## src/dma_core_pkg.sv

```systemverilog
/*
 * Constants, field layouts and carrier types for the four-channel
 * transfer controller core.
 * Assumes a single clock domain and a plain register port on the CPU side.
 */
package dma_core_pkg;

    // ------------------------------------------------------------
    // channel organisation
    // ------------------------------------------------------------
    localparam int NUM_CH = 4;
    localparam int CH_EXT = 2;
    localparam logic [1:0] RELOAD_CH = 2'h2;

    // ------------------------------------------------------------
    // register map (byte offsets)
    // ------------------------------------------------------------
    localparam logic [3:0] OFS_SRC = 4'h0;
    localparam logic [3:0] OFS_DST = 4'h4;
    localparam logic [3:0] OFS_CNT = 4'h8;
    localparam logic [3:0] OFS_CTRL = 4'hC;
    localparam logic [7:0] OFS_OPER = 8'h40;
    localparam logic [1:0] CH_SPACE_TAG = 2'h0;

    // ------------------------------------------------------------
    // field layouts
    // ------------------------------------------------------------
    localparam int CTRL_W = 12;
    localparam int OPER_MASTER = 0;
    localparam int OPER_NMI = 1;
    localparam int OPER_AE = 2;
    localparam logic [1:0] SIZE_BYTE = 2'h0;
    localparam logic [1:0] SIZE_WORD = 2'h1;

    // bit 0 is channel_enable_bit, bit 11 is source_reload_bit
    typedef struct packed {
        logic source_reload_bit;
        logic dst_inc;
        logic src_inc;
        logic [1:0] size;
        logic single_addr;
        logic burst;
        logic edge_detect;
        logic ext_request;
        logic interrupt_enable_bit;
        logic transfer_end_flag;
        logic channel_enable_bit;
    } ctrl_s;

    localparam ctrl_s CTRL_RESET = ctrl_s'(12'h000);
    localparam logic [31:0] ADDR_RESET = 32'h0000_0000;
    localparam logic [31:0] COUNT_RESET = 32'h0000_0000;

    // ------------------------------------------------------------
    // timing counts in clock cycles
    // ------------------------------------------------------------
    localparam int REQ_LATENCY_CLKS = 3;
    localparam logic [1:0] LAT_LOAD = 2'(REQ_LATENCY_CLKS - 2);
    localparam logic [1:0] BUS_LAST = 2'h1;
    localparam int REG_WORD_CLKS = 3;
    localparam int REG_LONG_CLKS = 2 * REG_WORD_CLKS;
    localparam logic [2:0] REG_WORD_LOAD = 3'(REG_WORD_CLKS - 1);
    localparam logic [2:0] REG_LONG_LOAD = 3'(REG_LONG_CLKS - 1);
    localparam logic [1:0] RELOAD_LAST = 2'h3;

    // ------------------------------------------------------------
    // engine states and bus carrier
    // ------------------------------------------------------------
    typedef enum logic [2:0] {
        ST_IDLE,
        ST_LATENCY,
        ST_DUMMY,
        ST_READ,
        ST_WRITE,
        ST_SINGLE
    } state_e;

    typedef struct packed {
        logic active;
        logic dummy;
        logic wr;
        logic [31:0] addr;
    } dma_bus_s;

endpackage

```

## src/dma_core.sv

```systemverilog
/*
 * Four-channel transfer controller core: request sampling, dummy cycle
 * insertion, channel-two source reload, ending conditions and CPU access
 * timing of the register space.
 * Assumes request pins synchronous to mclk and a memory bus that completes
 * every cycle in two clocks without wait.
 */
// Added by the designer: the strobed register port and the register addresses.
// How it works
// - single-address level burst inserts one uncounted dummy cycle, no acknowledge, after latency.
// - second sample taken before dummy, at the cycle preceding first real transfer.
// - continued requests add no dummy; sample one bus cycle before next transfer.
// - a resumed single-address level burst gets a fresh dummy cycle.
// - acknowledge covers the same part of each transfer in burst and cycle steal.
// - dual edge burst samples once, starts after three cycles, runs to count end.
// - after NMI or address error, a fresh edge and accept strobe restart transfers.
// - single edge burst samples once, dummy first; resumption strobes once, dummy again.
// - channel two reload restores its programmed source address every four transfers.
// - reload works for byte, word and longword transfer sizes.
// - transfer count drops by one after each completed unit.
// - reload counter clears on enable clear, end flag, NMI, address error, standby.
// - count reaching zero sets end flag; interrupt raised when enabled.
// - clearing channel enable stops the channel without setting end flag.
// - NMI or address error sets global flag, stops all after current unit.
// - dual-address read interrupted by stop still finishes its write.
// - clearing master enable aborts every channel without end flags.
// - each word CPU register access occupies three clocks.
// - longword access is two back-to-back word cycles, six clocks, uninterrupted.
// - single address mode acknowledge spans the whole transfer bus cycle.
// - request pin detected on falling edge or low level as configured.
`timescale 1ns/1ps
`default_nettype none

module dma_core
    import dma_core_pkg::*;
(
    input wire logic mclk, // system clock
    input wire logic rst_n, // async reset, active low
    input wire logic [7:0] reg_addr, // register byte address
    input wire logic [31:0] reg_wdata, // register write data
    input wire logic reg_we, // write strobe
    input wire logic reg_re, // read strobe
    input wire logic reg_long, // access is longword sized
    output logic [31:0] reg_rdata, // read data, cycle after strobe
    output logic cpu_bus_cycle, // register bus cycle in progress
    input wire logic [CH_EXT-1:0] transfer_request_n, // external requests
    output logic [CH_EXT-1:0] transfer_acknowledge, // transfer acknowledge
    output logic [CH_EXT-1:0] request_accepted_strobe, // accept strobe
    input wire logic nmi_event, // nmi pulse
    input wire logic addr_error_event, // address error pulse
    input wire logic standby, // software standby level
    output dma_bus_s dma_bus, // bus cycle driven by the engine
    output logic [NUM_CH-1:0] transfer_end_interrupt // end interrupt requests
);

    // ------------------------------------------------------------
    // storage
    // ------------------------------------------------------------
    logic [31:0] sa [NUM_CH];
    logic [31:0] da [NUM_CH];
    logic [31:0] cnt [NUM_CH];
    ctrl_s ctl [NUM_CH];
    logic [31:0] sa_orig;
    logic master_transfer_enable;
    logic nonmaskable_flag;
    logic address_error_flag;
    logic [1:0] rl_cnt;
    logic [2:0] reg_busy;
    state_e state;
    state_e next_state;
    logic [1:0] act;
    logic [1:0] next_act;
    logic [1:0] cyc;
    logic [1:0] lat;
    logic pend_samp;
    logic use_samp;
    logic [CH_EXT-1:0] req_prev;
    logic [CH_EXT-1:0] edge_pend;

    // ------------------------------------------------------------
    // register decode
    // ------------------------------------------------------------
    wire logic ch_space = (reg_addr[7:6] == CH_SPACE_TAG);
    wire logic [1:0] reg_ch = reg_addr[5:4];
    wire logic [3:0] reg_sel = reg_addr[3:0];
    wire logic oper_wr = reg_we && (reg_addr == OFS_OPER);
    wire ctrl_s wdata_ctrl = ctrl_s'(reg_wdata[CTRL_W-1:0]);
    wire logic [31:0] ch_rd = (reg_sel == OFS_SRC) ? sa[reg_ch] :
                              (reg_sel == OFS_DST) ? da[reg_ch] :
                              (reg_sel == OFS_CNT) ? cnt[reg_ch] :
                              (reg_sel == OFS_CTRL) ? {20'h00000, ctl[reg_ch]} : 32'h0000_0000;
    wire logic [31:0] oper_rd = {29'h0000_0000, address_error_flag,
                                 nonmaskable_flag, master_transfer_enable};
    wire logic [31:0] rd_mux = ch_space ? ch_rd :
                               (reg_addr == OFS_OPER) ? oper_rd : 32'h0000_0000;

    // ------------------------------------------------------------
    // engine decode
    // ------------------------------------------------------------
    logic [NUM_CH-1:0] run_ok;
    logic [NUM_CH-1:0] pending;
    wire ctrl_s act_ctl = ctl[act];
    wire logic act_ext = (act < 2'(CH_EXT)) && act_ctl.ext_request;
    wire logic act_req_low = act_ext && !transfer_request_n[act[0]];
    wire logic bus_st = (state == ST_DUMMY) || (state == ST_READ) ||
                        (state == ST_WRITE) || (state == ST_SINGLE);
    wire logic last_cyc = bus_st && (cyc == BUS_LAST);
    wire logic unit_done = last_cyc && ((state == ST_SINGLE) || (state == ST_WRITE));
    wire logic reload_wrap = unit_done && (act == RELOAD_CH) &&
                             act_ctl.source_reload_bit && (rl_cnt == RELOAD_LAST);
    wire logic abort = !master_transfer_enable || standby;
    wire logic stop_now = nmi_event || addr_error_event || !run_ok[act];
    wire logic more_req = !act_ext || act_ctl.edge_detect || use_samp;
    wire logic keep_going = act_ctl.burst && !stop_now && (cnt[act] != 32'h1) &&
                            !reload_wrap && more_req;
    wire logic any_pend = |pending;
    wire logic [NUM_CH-1:0] te_vec;
    logic [1:0] pick;
    logic accept;

    // ------------------------------------------------------------
    // per-channel registers
    // ------------------------------------------------------------
    for (genvar c = 0; c < NUM_CH; c++) begin : g_ch
        wire logic hit = reg_we && ch_space && (reg_ch == 2'(c));
        wire logic done_here = unit_done && (act == 2'(c));
        wire logic te_set = done_here && (cnt[c] == 32'h1);
        wire logic [31:0] step = (ctl[c].size == SIZE_BYTE) ? 32'h1 :
                                 (ctl[c].size == SIZE_WORD) ? 32'h2 : 32'h4;
        wire logic is_ext = (c < CH_EXT) && ctl[c].ext_request;
        wire logic seen = !is_ext ? 1'b1 :
                          ctl[c].edge_detect ? edge_pend[c % CH_EXT] :
                          !transfer_request_n[c % CH_EXT];
        assign run_ok[c] = master_transfer_enable && !nonmaskable_flag &&
                           !address_error_flag && !standby &&
                           ctl[c].channel_enable_bit && !ctl[c].transfer_end_flag;
        assign pending[c] = run_ok[c] && seen && (cnt[c] != 32'h0);
        assign te_vec[c] = ctl[c].transfer_end_flag;
        assign transfer_end_interrupt[c] = ctl[c].transfer_end_flag &&
                                           ctl[c].interrupt_enable_bit;
        always_ff @(posedge mclk or negedge rst_n) begin
            if (!rst_n) begin
                sa[c] <= ADDR_RESET;
                da[c] <= ADDR_RESET;
                cnt[c] <= COUNT_RESET;
            end else begin
                if (hit && reg_sel == OFS_SRC) begin
                    sa[c] <= reg_wdata;
                end else if (done_here && reload_wrap) begin
                    sa[c] <= sa_orig;
                end else if (done_here && ctl[c].src_inc) begin
                    sa[c] <= sa[c] + step;
                end
                if (hit && reg_sel == OFS_DST) begin
                    da[c] <= reg_wdata;
                end else if (done_here && ctl[c].dst_inc) begin
                    da[c] <= da[c] + step;
                end
                if (hit && reg_sel == OFS_CNT) begin
                    cnt[c] <= reg_wdata;
                end else if (done_here) begin
                    cnt[c] <= cnt[c] - 32'h1;
                end
            end
        end
        // end flag: hardware set wins over a software clear
        always_ff @(posedge mclk or negedge rst_n) begin
            if (!rst_n) begin
                ctl[c] <= CTRL_RESET;
            end else if (hit && reg_sel == OFS_CTRL) begin
                ctl[c] <= wdata_ctrl;
                ctl[c].source_reload_bit <= (2'(c) == RELOAD_CH) && wdata_ctrl.source_reload_bit;
                ctl[c].transfer_end_flag <= te_set ||
                    (ctl[c].transfer_end_flag && wdata_ctrl.transfer_end_flag);
            end else if (te_set) begin
                ctl[c].transfer_end_flag <= 1'b1;
            end
        end
    end

    // ------------------------------------------------------------
    // external request edge latches
    // ------------------------------------------------------------
    for (genvar e = 0; e < CH_EXT; e++) begin : g_ext
        wire logic taken = accept && (pick == 2'(e));
        always_ff @(posedge mclk or negedge rst_n) begin
            if (!rst_n) begin
                req_prev[e] <= 1'b1;
                edge_pend[e] <= 1'b0;
            end else begin
                req_prev[e] <= transfer_request_n[e];
                // a new falling edge is needed to resume after a stop
                edge_pend[e] <= (req_prev[e] && !transfer_request_n[e]) ||
                                (edge_pend[e] && !taken && ctl[e].edge_detect);
            end
        end
    end

    // ------------------------------------------------------------
    // global flags, reload counter, register timing
    // ------------------------------------------------------------
    always_ff @(posedge mclk or negedge rst_n) begin
        if (!rst_n) begin
            master_transfer_enable <= 1'b0;
            nonmaskable_flag <= 1'b0;
            address_error_flag <= 1'b0;
            sa_orig <= ADDR_RESET;
        end else begin
            if (oper_wr) begin
                master_transfer_enable <= reg_wdata[OPER_MASTER];
            end
            nonmaskable_flag <= nmi_event ||
                (nonmaskable_flag && !(oper_wr && !reg_wdata[OPER_NMI]));
            address_error_flag <= addr_error_event ||
                (address_error_flag && !(oper_wr && !reg_wdata[OPER_AE]));
            if (reg_we && ch_space && reg_ch == RELOAD_CH && reg_sel == OFS_SRC) begin
                sa_orig <= reg_wdata;
            end
        end
    end

    wire logic rl_clear = !master_transfer_enable || !ctl[RELOAD_CH].channel_enable_bit ||
                          ctl[RELOAD_CH].transfer_end_flag || nonmaskable_flag ||
                          address_error_flag || standby;
    always_ff @(posedge mclk or negedge rst_n) begin
        if (!rst_n) begin
            rl_cnt <= 2'h0;
        end else if (rl_clear) begin
            rl_cnt <= 2'h0;
        end else if (unit_done && act == RELOAD_CH && act_ctl.source_reload_bit) begin
            rl_cnt <= rl_cnt + 2'h1;
        end
    end
    // a longword access loads five more busy clocks after the strobe so no engine cycle slips between halves
    always_ff @(posedge mclk or negedge rst_n) begin
        if (!rst_n) begin
            reg_busy <= 3'h0;
            reg_rdata <= 32'h0000_0000;
        end else begin
            if (reg_we || reg_re) begin
                reg_busy <= reg_long ? REG_LONG_LOAD : REG_WORD_LOAD;
            end else if (reg_busy != 3'h0) begin
                reg_busy <= reg_busy - 3'h1;
            end
            reg_rdata <= reg_re ? rd_mux : 32'h0000_0000;
        end
    end
    assign cpu_bus_cycle = (reg_busy != 3'h0) || reg_we || reg_re;

    // ------------------------------------------------------------
    // engine sequencing
    // ------------------------------------------------------------
    always_comb begin
        pick = 2'h0;
        for (int i = NUM_CH - 1; i >= 0; i--) begin
            if (pending[i]) begin
                pick = 2'(i);
            end
        end
    end
    always_comb begin
        next_state = state;
        next_act = act;
        accept = 1'b0;
        case (state)
            ST_IDLE: begin
                if (any_pend && !standby) begin
                    next_state = ST_LATENCY;
                    next_act = pick;
                    accept = (pick < 2'(CH_EXT)) && ctl[pick].ext_request;
                end
            end
            ST_LATENCY: begin
                if (lat == 2'h0 && !cpu_bus_cycle) begin
                    if (!act_ctl.single_addr) begin
                        next_state = ST_READ;
                    end else if (act_ctl.burst) begin
                        next_state = ST_DUMMY;
                    end else begin
                        next_state = ST_SINGLE;
                    end
                end
            end
            ST_DUMMY: begin
                if (last_cyc) begin
                    next_state = ST_SINGLE;
                end
            end
            ST_READ: begin
                if (last_cyc) begin
                    next_state = ST_WRITE;
                end
            end
            ST_WRITE, ST_SINGLE: begin
                if (unit_done) begin
                    if (!keep_going) begin
                        next_state = ST_IDLE;
                    end else if (act_ctl.single_addr) begin
                        next_state = ST_SINGLE;
                    end else begin
                        next_state = ST_READ;
                    end
                end
            end
            default: begin
                next_state = ST_IDLE;
            end
        endcase
        if (abort && state != ST_IDLE) begin
            next_state = ST_IDLE;
        end
    end
    always_ff @(posedge mclk or negedge rst_n) begin
        if (!rst_n) begin
            state <= ST_IDLE;
            act <= 2'h0;
            cyc <= 2'h0;
            lat <= 2'h0;
        end else begin
            state <= next_state;
            act <= next_act;
            cyc <= (next_state == state && bus_st && !last_cyc) ? cyc + 2'h1 : 2'h0;
            lat <= (state == ST_IDLE) ? LAT_LOAD : ((lat != 2'h0) ? lat - 2'h1 : lat);
        end
    end
    // sample for unit k+1 is taken one bus cycle before unit k, dummy not counted
    always_ff @(posedge mclk or negedge rst_n) begin
        if (!rst_n) begin
            pend_samp <= 1'b0;
            use_samp <= 1'b0;
        end else if (state == ST_LATENCY && lat == 2'h0) begin
            pend_samp <= act_req_low;
        end else if (state == ST_SINGLE && cyc == 2'h0) begin
            use_samp <= pend_samp;
            pend_samp <= act_req_low;
        end else if (state == ST_WRITE && cyc == 2'h0) begin
            use_samp <= act_req_low;
        end
    end
    always_ff @(posedge mclk or negedge rst_n) begin
        if (!rst_n) begin
            request_accepted_strobe <= '0;
        end else begin
            request_accepted_strobe <= accept ? CH_EXT'(1 << pick) : '0;
        end
    end

    // ------------------------------------------------------------
    // outputs to the pins and the memory bus
    // ------------------------------------------------------------
    wire logic ack_now = act_ext && ((state == ST_SINGLE) ||
                                     (state == ST_READ && !act_ctl.single_addr));
    assign transfer_acknowledge = ack_now ? CH_EXT'(1 << act[0]) : '0;
    assign dma_bus = '{active: bus_st, dummy: (state == ST_DUMMY),
                       wr: (state == ST_WRITE),
                       addr: (state == ST_WRITE) ? da[act] : sa[act]};

    // ------------------------------------------------------------
    // checks
    // ------------------------------------------------------------
    no_ack_dummy_a: assert property (@(posedge mclk) disable iff (!rst_n)
        (state == ST_DUMMY) |-> (transfer_acknowledge == '0))
        else $error("acknowledge during dummy cycle");
    dummy_no_count_a: assert property (@(posedge mclk) disable iff (!rst_n)
        (state == ST_DUMMY && !reg_we) |=> (cnt[act] == $past(cnt[act])))
        else $error("count changed in dummy cycle");
    req_latency_a: assert property (@(posedge mclk) disable iff (!rst_n)
        (state == ST_IDLE && next_state == ST_LATENCY && !abort)
        |=> (state == ST_LATENCY) [*2])
        else $error("transfer started before three cycles");
    strobe_pulse_a: assert property (@(posedge mclk) disable iff (!rst_n)
        (request_accepted_strobe != '0) |-> $past(state) == ST_IDLE)
        else $error("accept strobe outside first sample");
    count_dec_a: assert property (@(posedge mclk) disable iff (!rst_n)
        (unit_done && !reg_we) |=> (cnt[act] == $past(cnt[act]) - 32'h1))
        else $error("count not decremented");
    end_flag_a: assert property (@(posedge mclk) disable iff (!rst_n)
        $rose(te_vec[0]) |-> $past(unit_done && act == 2'h0 && cnt[0] == 32'h1))
        else $error("end flag set without count end");
    reload_addr_a: assert property (@(posedge mclk) disable iff (!rst_n)
        (reload_wrap && !reg_we) |=> (sa[RELOAD_CH] == $past(sa_orig)))
        else $error("source address not reloaded");
    reload_clear_a: assert property (@(posedge mclk) disable iff (!rst_n)
        (nonmaskable_flag || address_error_flag || standby) |=> (rl_cnt == 2'h0))
        else $error("reload counter not cleared");
    global_stop_a: assert property (@(posedge mclk) disable iff (!rst_n)
        (nonmaskable_flag && state == ST_IDLE) |=> (state == ST_IDLE))
        else $error("transfer started while stopped");
    master_abort_a: assert property (@(posedge mclk) disable iff (!rst_n)
        (!master_transfer_enable && state != ST_IDLE) |=> (state == ST_IDLE))
        else $error("master clear did not abort");
    long_access_a: assert property (@(posedge mclk) disable iff (!rst_n)
        ((reg_we || reg_re) && reg_long) |-> cpu_bus_cycle [*6])
        else $error("longword access shorter than six clocks");

endmodule

`default_nettype wire

```

## config.mk

```make
export PLATFORM = sky130hd
export DESIGN_NAME = dma_core
export DESIGN_NICKNAME = d
export VERILOG_FILES = /design/src/dma_core_pkg.sv /design/src/dma_core.sv
export SDC_FILE = /design/constraint.sdc
export NUM_CORES = 2
export LEC_CHECK = 0
export CAP_MARGIN = 10
export CORE_UTILIZATION = 50
export DETAILED_ROUTE_END_ITERATION = 12
export DONT_BUFFER_PORTS = 1
export GPL_ROUTABILITY_DRIVEN = 0
export HOLD_SLACK_MARGIN = 0.05
export SETUP_SLACK_MARGIN = 0.1
export SLEW_MARGIN = 20
export SYNTH_ARGS = -nofsm -noshare
export SYNTH_HDL_FRONTEND = slang
export SYNTH_SLANG_ARGS = --single-unit
```

## constraint.sdc

```tcl
create_clock -name mclk -period 3.7 [get_ports mclk]
set_input_delay 0.37 -clock mclk [delete_from_list [all_inputs] [get_ports mclk]]
set_output_delay 0.37 -clock mclk [all_outputs]
set_load 0.01 [all_outputs]
```

==> results by group <==
Floorplan
  – Core area: 0.0643 mm2
  – Starting Density: 0.505
  – Die Area: 0.0661 mm2
  – # IOs: 126
  – Num rows: 93
  – Y dimension of the die: 257 um
  – Die W: 257 um

CTS
  – Cts-stage hold buffer count: 50
  – Num CTS Buffers: 61
  – Worst skew pair latency: 660 ps
  – CTS max path bufs: 3
  – Clk slew on worst S/H paths: 60 ps
  – Clk root buf: clkbuf_16
  – CTS tree: done
  – H-Tree Level Count: 2
  – Clock sink count: 518

Cells and area
  – Most frequent cells in the layout: dfrtp_1 (514), nor2_1 (489), a21oi_1 (337)
  – Final Core Density: 0.563
  – Most common cell after layout, fill and taps aside: dfrtp_1
  – Layout Nets: 3492
  – Cell area after layout: 0.0362 mm2
  – Layout cells sized above 1: 0.139
  – Syn-to-layout area delta: 11.3%

Placed design
  – Placed Area: 0.0334 mm2
  – Placed wire-length estimate: 79100 um
  – Dpl ws: 345 ps
  – PortBufs: 0

Drt
  – # DRC: 0
  – DRT iter0 DRCs: 3085
  – Vias per inst: 6.39
  – Drt pass-1 iters: 6
  – Detailed-route via count: 27.5k
  – Antenna Nets Post-Route: 0
  – DR WL/cell: 26.5 um
  – DRT Wirelength: 114000 um

Setup path
  – Crit-path max FO: 59
  – Critical-path cell list: buf_4, buf_12, mux4_2, mux2_2
  – CP Data Required Time: 3330 ps
  – WP data arrival: 3070 ps
  – Critical Path Slowest Stage Cell: mux4_2
  – Max incr delay on CP: 610 ps
  – Startpoint Class: flip-flop
  – CP Capture Type: output port
  – Largest delay share family, worst path: multiplexers
  – Setup Crit Path Kind: flip-flop to output port
  – Bufs and invs on worst path: 2

Global routing
  – Largest net degree at the start of global routing: 519
  – Vias in the first global route: 26.7k
  – Total Routing Usage GR: 0.347
  – First-pass GRT wire length: 172000 um
  – GRT overflow: 0
  – Initial antenna violation count: 7

Outcome
  – Failing checks: hold timing, slew limit
  – Status: complete, but fails checks

Timing
  – Final worst slack: 263 ps
  – Minimum clock period: 3440 ps
  – Final Max Tran Viols: 460
  – TNS Setup: 0 ps
  – Hold slack: -581 ps
  – Tightest Pin Transition: 3890 ps
  – Worst slew margin: -1.59
  – Final setup violating endpoints: 0
  – Fin. Hold Viols: 109
  – Worst Skew: 22.9 ps
  – Max Freq: 291 MHz
  – Tcrit/Tclk final: 0.929
  – Unrepaired setup endpoints after global routing: false

Logic synthesis
  – Post-Syn Area per Cell: 9.50 um2
  – EDFF count, synth: 0
  – Post-Syn Instances: 3423
  – Syn Nets: 3523
  – #FFs+latches synth: 518
  – Post-Synthesis Cell Area: 0.0325 mm2
  – Main synth FF type: dfrtp_1
  – Netlist cell types: 75
  – Ys async rst share: 1.00
  – Synth Warn #: 0
  – Sequential element share of the synthesized area: 0.399

Power and ir drop
  – Pwr dens: 407 mW/mm2
  – Leak: 0.0132 uW
  – Max VDD drop: 0.000435 V

Min path
  – Worst min-delay path category: primary input to async pin

Run
  – Max Cap Viol: 0
==> power by group <==
part | internal [uW] | leakage [uW] | switching (uW)
clock network | 4200 | 0.00113 | 2610
registers | 5950 | 0.00549 | 419
logic | 700 | 0.00656 | 850
total | 10800 | 0.0132 | 3880
==> worst paths after layout <==
kind | cells after the start | startpoint | slack [ps] | end
max | 4 | act[0]$_DFFE_PN0P_ | 260 | dma_bus[29]
min | 0 | rst_n | -580 | reg_busy[2]$_DFFE_PN0P_
max reg2reg | 12 | ctl[20]$_DFFE_PN0P_ | 290 | sa[58]$_DFFE_PN0P_
min reg2reg | 2 | sa_orig[13]$_DFFE_PN0P_ | 470 | sa_orig[13]$_DFFE_PN0P_
max in group asynchronous | 0 | rst_n | 1240 | da[36]$_DFFE_PN0P_
min in group mclk | 3 | reg_addr[3] | 70 | reg_rdata[17]$_DFF_PN0_
==> layer usage <==
metal	wire length [um]	global-route usage	vias up
li1	-	-	12200
met1	46400	0.477	13700
met2	51700	0.536	1327
met3	10700	0.0691	261
met4	5240	0.142	4
met5	22	0	-
==> cells by family after synthesis <==
family                     synth area share
and+or+nand+nor                       0.194
AOI/OAI and AO/OA                     0.105
buffers and inverters                0.0331
DFF                                   0.399
xor gates and xnor gates             0.0940
adders and majority gates            0.0211
muxes                                 0.154
==> layout make-up <==
| cell class | instances | area (um2) |
|---|---|---|
| antenna | 2 | 5.00 |
| clock buffer | 87 | 1840 |
| clock inverter | 29 | 429 |
| fill | 5648 | 28100 |
| inverter | 62 | 233 |
| multi-input combinational | 2623 | 18500 |
| sequential | 518 | 13000 |
| tap | 855 | 1070 |
| timing repair buffer | 126 | 1110 |
==> Yosys cell counts, types with 6 or more instances <==
cell / number / area [um2]
dfrtp_1: 516 / 12900
nor2_1: 490 / 1840
a21oi_1: 337 / 1690
nand2_1: 330 / 1240
clkbuf_1: 190 / 713
xor2_1: 184 / 1610
mux4_2: 172 / 3870
xnor2_1: 165 / 1450
nand3_1: 134 / 671
o21ai_0: 110 / 551
mux2_2: 83 / 935
nor3_1: 70 / 350
inv_1: 62 / 233
nand4_1: 50 / 313
nor4_1: 50 / 313
ha_1: 42 / 526
and3_1: 40 / 250
nor2b_1: 28 / 175
nand2b_1: 26 / 163
a31oi_1: 25 / 156
buf_1: 24 / 90.1
a22oi_1: 23 / 173
o211ai_1: 23 / 173
and2_1: 22 / 138
or3_1: 22 / 138
or4_1: 21 / 158
and4_1: 20 / 175
mux2i_1: 20 / 200
a21o_1: 13 / 97.6
nand3b_1: 12 / 90.1
o22ai_1: 10 / 62.6
or2_2: 9 / 56.3
fa_1: 8 / 160
o21a_1: 7 / 52.6
o22a_1: 6 / 52.6
o311a_1: 6 / 60.1
==> metrics by stage <==
step	power, uW	hold slack [ps]	cells
after CTS	14700	-604	4300
after detailed placement	7790	94.3	4134
final	14700	-581	4302
after global routing	15100	-604	4302
after floorplan	7410	74.4	3423
after global placement	7740	95.7	4134
==> state kept, by name, summed over array words and instances, names as in the netlist, 3 cells and up <==
name and flops:
cnt 128, da 128, sa 128, ctl 43
reg_rdata 32, sa_orig 32, reg_busy 3, state 3
==> repair_timing <==
action | CTS | global route
gates resized for setup | 0 | 0
setup buffers | 0 | 0
endpoints found under the hold margin | 1007 | 518
(Power assumes the default switching activity.)
